$ cat config.mk
export PLATFORM = sky130hd
export DESIGN_NAME = lim_line_mixer_ctl
export DESIGN_NICKNAME = d
export VERILOG_FILES = /design/src/verilog/lim_pkg.sv /design/src/verilog/lim_line_mixer_ctl.sv
export SDC_FILE = /design/constraint.sdc
export NUM_CORES = 1
export LEC_CHECK = 0
export BUFFER_PORTS_ARGS = -buffer_cell sky130_fd_sc_hd__clkbuf_2
export CAP_MARGIN = 20
export CORE_MARGIN = 5
export CORE_UTILIZATION = 50
export CTS_CLUSTER_DIAMETER = 200
export DETAILED_ROUTE_END_ITERATION = 10
export PLACE_DENSITY = 0.78
export SYNTH_ARGS = -nofsm -noshare
export SYNTH_HDL_FRONTEND = slang
export SYNTH_SLANG_ARGS = --single-unit
$ cat constraint.sdc
create_clock -name MCLK_I -period 1.25 [get_ports MCLK_I]
set_input_delay 0.25 -clock MCLK_I [delete_from_list [all_inputs] [get_ports MCLK_I]]
set_output_delay 0.25 -clock MCLK_I [all_outputs]
set_load 0.02 [all_outputs]
$ cat src/verilog/lim_pkg.sv
// constants, field layouts and carrier types for the line input mixer control
// assumes one register clock and byte-wide register writes from the control port
// ==========================================
// Overview of operation
// - bit 7 routes pair three/four into A
// - bit 6 routes pair six-five into B
// - bits 5,3,1 enable A pins 1,3,5
// - bits 4,2,0 enable B pins 2,4,6
// - each mixer sums any two single-ended sources
// - differential source overrides single-ended selections
// - attenuation inert with only one source
// - level bit 7 enables line A attenuation
// - level bit 6 enables line B attenuation
// - line A gain code bits 5:3, POR 011
// - line B gain code at low field, bits 2:0, POR 011
package lim_pkg;
    // ==========================================
    // register map
    localparam logic [7:0] LIM_ADDR_SRC = 8'h0d;
    localparam logic [7:0] LIM_ADDR_LVL = 8'h0e;
    localparam logic [7:0] LIM_SRC_RST = 8'h00;
    localparam logic [7:0] LIM_LVL_RST = 8'h1b;
    // ==========================================
    // field positions
    localparam int LIM_B_A_DIFF = 7;
    localparam int LIM_B_B_DIFF = 6;
    localparam int LIM_B_A_SE1 = 5;
    localparam int LIM_B_B_SE2 = 4;
    localparam int LIM_B_A_SE3 = 3;
    localparam int LIM_B_B_SE4 = 2;
    localparam int LIM_B_A_SE5 = 1;
    localparam int LIM_B_B_SE6 = 0;
    localparam int LIM_B_A_ATT = 7;
    localparam int LIM_B_B_ATT = 6;
    localparam int LIM_A_GAIN_LSB = 3;
    localparam int LIM_B_GAIN_LSB = 0;
    localparam int LIM_NUM_SE = 3;
    // ==========================================
    // gain selections, binary-coded toward the analog preamp
    typedef enum logic [2:0] {
        LIM_G_20DB = 3'h0,
        LIM_G_14DB = 3'h1,
        LIM_G_3DB = 3'h2,
        LIM_G_0DB = 3'h3,
        LIM_G_M3DB = 3'h4,
        LIM_G_M6DB = 3'h5
    } lim_gain_t;
    // switch controls for one line mixer
    typedef struct packed {
        logic diff_en;
        logic [2:0] se_en;
        logic atten_6db;
        lim_gain_t gain;
    } lim_mix_ctl_t;
endpackage

$ cat src/verilog/lim_line_mixer_ctl.sv
// line input mixer control registers and switch decode
// assumes register writes come on the register clock from the control-port decoder
`timescale 1ns/10ps
module lim_line_mixer_ctl (
    // clock, reset, enable
    input wire logic MCLK_I,
    input wire logic RST_I,
    input wire logic CE_I,
    // register port
    input wire logic REG_WR_I,
    input wire logic [7:0] REG_ADDR_I,
    input wire logic [7:0] REG_WDATA_I,
    output logic [7:0] REG_RDATA_O,
    // mixer controls
    output lim_pkg::lim_mix_ctl_t LINE_A_CTL_O,
    output lim_pkg::lim_mix_ctl_t LINE_B_CTL_O
);
    import lim_pkg::*;

    logic [7:0] src_q;
    logic [7:0] lvl_q;
    lim_mix_ctl_t a_d;
    lim_mix_ctl_t b_d;
    lim_mix_ctl_t a_q;
    lim_mix_ctl_t b_q;

    // ==========================================
    // decode helpers
    function automatic lim_gain_t gain_of(input logic [2:0] code);
        case (code)
            3'h0: gain_of = LIM_G_20DB;
            3'h1: gain_of = LIM_G_14DB;
            3'h2: gain_of = LIM_G_3DB;
            3'h3: gain_of = LIM_G_0DB;
            3'h4: gain_of = LIM_G_M3DB;
            default: gain_of = LIM_G_M6DB;
        endcase
    endfunction

    // diff wins, so single-ended switches open whenever it is set
    function automatic lim_mix_ctl_t mix_of(input logic diff, input logic [2:0] se,
                                            input logic att, input logic [2:0] code);
        logic two;
        two = 1'b0;
        mix_of.diff_en = diff;
        mix_of.se_en = diff ? 3'h0 : se;
        // three sources is beyond the documented pairings; treat it like two
        two = ~diff && ((se[0] & se[1]) | (se[0] & se[2]) | (se[1] & se[2]));
        mix_of.atten_6db = att & two;
        mix_of.gain = gain_of(code);
    endfunction

    // ==========================================
    // registers
    always_ff @(posedge MCLK_I) begin
        if (RST_I) begin
            src_q <= LIM_SRC_RST;
        end else if (CE_I && REG_WR_I && REG_ADDR_I == LIM_ADDR_SRC) begin
            src_q <= REG_WDATA_I;
        end
    end

    always_ff @(posedge MCLK_I) begin
        if (RST_I) begin
            lvl_q <= LIM_LVL_RST;
        end else if (CE_I && REG_WR_I && REG_ADDR_I == LIM_ADDR_LVL) begin
            lvl_q <= REG_WDATA_I;
        end
    end

    always_comb begin
        case (REG_ADDR_I)
            LIM_ADDR_SRC: REG_RDATA_O = src_q;
            LIM_ADDR_LVL: REG_RDATA_O = lvl_q;
            default: REG_RDATA_O = 8'h00;
        endcase
    end

    // ==========================================
    // switch decode
    always_comb begin
        a_d = mix_of(src_q[LIM_B_A_DIFF],
                     {src_q[LIM_B_A_SE5], src_q[LIM_B_A_SE3], src_q[LIM_B_A_SE1]},
                     lvl_q[LIM_B_A_ATT],
                     lvl_q[LIM_A_GAIN_LSB +: 3]);
        b_d = mix_of(src_q[LIM_B_B_DIFF],
                     {src_q[LIM_B_B_SE6], src_q[LIM_B_B_SE4], src_q[LIM_B_B_SE2]},
                     lvl_q[LIM_B_B_ATT],
                     lvl_q[LIM_B_GAIN_LSB +: 3]);
    end

    // registered so the analog switches see glitch-free levels
    always_ff @(posedge MCLK_I) begin
        if (RST_I) begin
            a_q <= mix_of(LIM_SRC_RST[LIM_B_A_DIFF], 3'h0, 1'b0, LIM_LVL_RST[LIM_A_GAIN_LSB +: 3]);
            b_q <= mix_of(LIM_SRC_RST[LIM_B_B_DIFF], 3'h0, 1'b0, LIM_LVL_RST[LIM_B_GAIN_LSB +: 3]);
        end else if (CE_I) begin
            a_q <= a_d;
            b_q <= b_d;
        end
    end

    assign LINE_A_CTL_O = a_q;
    assign LINE_B_CTL_O = b_q;
endmodule

==> impl_metrics.json <==
{
  "multi_input_area_um2": 807,
  "clock_skew_ps": 12.3,
  "final-seq-area_um2": 676,
  "required_ps": 1000,
  "fill_cells": 201,
  "async_reset_ff_share_pct": 0,
  "rows": 19,
  "syn_area_mm2": 0.00147,
  "placed_area_mm2": 0.00169,
  "drc": 0,
  "relSlewSlack_pct": 80.2,
  "path_class": "primary input to primary output",
  "syn2layout_area_growth_pct": 37.8,
  "grt_max_degree": 45,
  "drv_slew": 0,
  "wl_per_cell_um": 17.0,
  "grt_overflow_total": 0,
  "drt_iter0_drc": 64,
  "final_area_mm2": 0.00202,
  "outcome": "finished, violations left",
  "crit_path_end_kind": "primary output",
  "cts_tree": "built",
  "finalCriticalPeriod_ps": 1380,
  "grt_use_total_pct": 19.5,
  "worst_slack_ps": -126,
  "cp-start-kind": "primary input",
  "arrival_ps": 1130,
  "portBuffers": 43,
  "drt.antenna.violating_nets": 0,
  "met1_length_um": 1730,
  "hold_depth": 3,
  "initial_core_util_pct": 52.8,
  "grt_pass1_vias": 1403,
  "wl_met2_um": 2110,
  "hpwl_um": 2430,
  "total_leakage_power_nw": 0.821,
  "critPathMaxFanout": 8,
  "routed_via_density": 5.71,
  "cellPowerDensity_mw_per_mm2": 975,
  "fmax_mhz": 727,
  "rsz0062_at_grt": "yes",
  "yosys_warnings": 0,
  "clk_pin_slew_ps": 110,
  "r2r_end": "LINE_A_CTL_O[3]",
  "met3WireLength_um": 302,
  "clock-root-buffer": "clkbuf_4",
  "setup_viol": 9,
  "synth_area_leaders": "dfxtp_1 44%, mux2i_1 14%, nand2b_1 8.5%",
  "num_antenna_cells": 0,
  "io_pins": 44,
  "cp_cell_sequence": "clkbuf_2 -> and4bb_2 -> nand2_4 -> nor2_2 -> buf_6",
  "ys_types": 20,
  "pre_cts_slack_ps": -181,
  "firstDrtPassIters": 4,
  "cts_made_buffers": 5,
  "ys_seq_elements": 32,
  "synth_top_area_share_pct": 43.6,
  "avgSynthCellArea_um2": 9.24,
  "final_hold_viol_count": 0,
  "failed_checks": "negative setup slack",
  "synthFlopType": "dfxtp_1",
  "gp_congestion": 0.771,
  "syn-instance-count": 159,
  "max_slew.worst_pin.slew_ps": 296,
  "max-cap-violations": 0,
  "numClockSinks": 32,
  "synth_fp_nets": 179,
  "wl_um": 4260,
  "yosysSeqAreaShare_pct": 43.6,
  "regToRegSetupSlack_ps": 90,
  "yosys.area.top_type": "dfxtp_1",
  "top_layer_used": "met4",
  "die_h_um": 64.2,
  "h-tree-depth": 2,
  "utilization_pct": 72.8,
  "holdCritPathClass": "primary input to flop",
  "synth-edff-count": 0,
  "fin_crit_sh_pct": 110,
  "holdBufCountCts": 0,
  "ir_drop_mv": 0.967,
  "worstRegToRegCells": 4,
  "reg2reg_from": "src_q[5]",
  "grt_pass1_wl_um": 6390,
  "slowest_stage": "and4bb_2",
  "max_stage_delay_ps": 330,
  "min_to": "src_q[0]",
  "die_x_um": 64.2,
  "whs_ps": 149,
  "worstHoldStart": "REG_WDATA_I[0]",
  "startpoint": "REG_ADDR_I[7]",
  "vias": 1428,
  "dieArea_mm2": 0.00412,
  "fin_nets": 238,
  "layout-drive-gt1-share_pct": 48.4,
  "antenna_found_initial": 0,
  "core_region_area_mm2": 0.00278,
  "clk_path_buf_depth": 2,
  "clk_latency_ps": 330
}
what timing repair did:
item,in CTS,in global routing
resized for setup,39,15
buffers inserted,13,2
pin swaps,3,5
gates cloned,0,1
endpoints found under the setup margin,8,8
flip-flops by register name (all words and copies together) (netlist names):
signal,count
LINE_A_CTL_O,8
lvl_q,8
LINE_B_CTL_O,8
src_q,8
through the flow:
| step | power, mW | instances | TNS (ps) |
|---|---|---|---|
| 2_1_floorplan | 1.15 | 159 | -140 |
| 3_5_place_dp | 1.21 | 226 | -1520 |
| 4_1_cts | 1.97 | 247 | -551 |
| 5_1_grt | 2.05 | 250 | -1120 |
| 6_report | 1.97 | 250 | -742 |
| 3_3_place_gp | 1.20 | 226 | -1160 |
worst max-delay path by stage:
stage                           endpoint  slack, ps
after floorplan           REG_RDATA_O[0]        -20
after detailed placement  REG_RDATA_O[6]       -180
final                     REG_RDATA_O[1]       -130
after global placement    REG_RDATA_O[4]       -160
after CTS                 REG_RDATA_O[2]        -80
after global routing      REG_RDATA_O[0]       -160
metal layers:
layer	up-vias	global-route usage, %
li1	656	-
met1	694	22.3
met2	67	34.2
met3	11	5.95
met4	0	6.62
met5	-	0
report_power, final:
| part | total [mW] | internal [mW] | switching [mW] |
|---|---|---|---|
| Sequential | 1.02 | 1.01 | 0.00347 |
| Clock | 0.782 | 0.419 | 0.363 |
| Combinational | 0.176 | 0.0807 | 0.0954 |
area by class of cell:
class,count,area share (%)
Sequential cell,32,33.4
Clock buffer,6,2.04
Inverter,1,0.185
Multi-Input combinational cell,114,39.9
Timing Repair Buffer,64,20.9
Tap cell,31,1.92
Clock inverter,2,1.73
cell usage in the layout (no fill, tap or decap), types with 4 or more instances in the layout:
cell,netlist,layout
clkbuf_2,0,35
nand2b_1,20,20
mux2i_1,20,20
buf_4,2,20
nor2_1,23,18
dfxtp_1,32,16
a21oi_1,12,12
nand2_1,11,10
dfxtp_2,0,10
nand3b_1,8,8
clkbuf_4,0,8
a22oi_2,0,7
dfxtp_4,0,6
nor2_2,0,4
worst max-delay path, delay by kind of cell:
| family | cells | cell delay, ps |
|---|---|---|
| buffers and inverters | 2 | 230 |
| AND/OR/NAND/NOR | 3 | 650 |
synth_stat cells (2+ instances only):
cell type  number
a21oi_1        12
buf_2           4
maj3_1          2
and4_4          2
a211o_1         2
buf_6           3
nand2b_1       20
nor2_1         23
nand4b_1        2
nor2b_1         2
nand3b_1        8
dfxtp_1        32
nand2_1        11
clkbuf_1        3
mux2i_1        20
buf_4           2
a22oi_1         8
logic make-up (layout without fill, tap and decap cells):
kind of cell | count (synthesis) | after routing | synth area share, %
adders and majority gates | 2 | 2 | 1.36
buffers and inverters | 13 | 73 | 5.71
DFF | 32 | 32 | 43.6
AOI/OAI and AO/OA | 22 | 22 | 9.37
muxes | 20 | 20 | 13.6
and+or+nand+nor | 70 | 70 | 26.3
(Power assumes the default switching activity.)
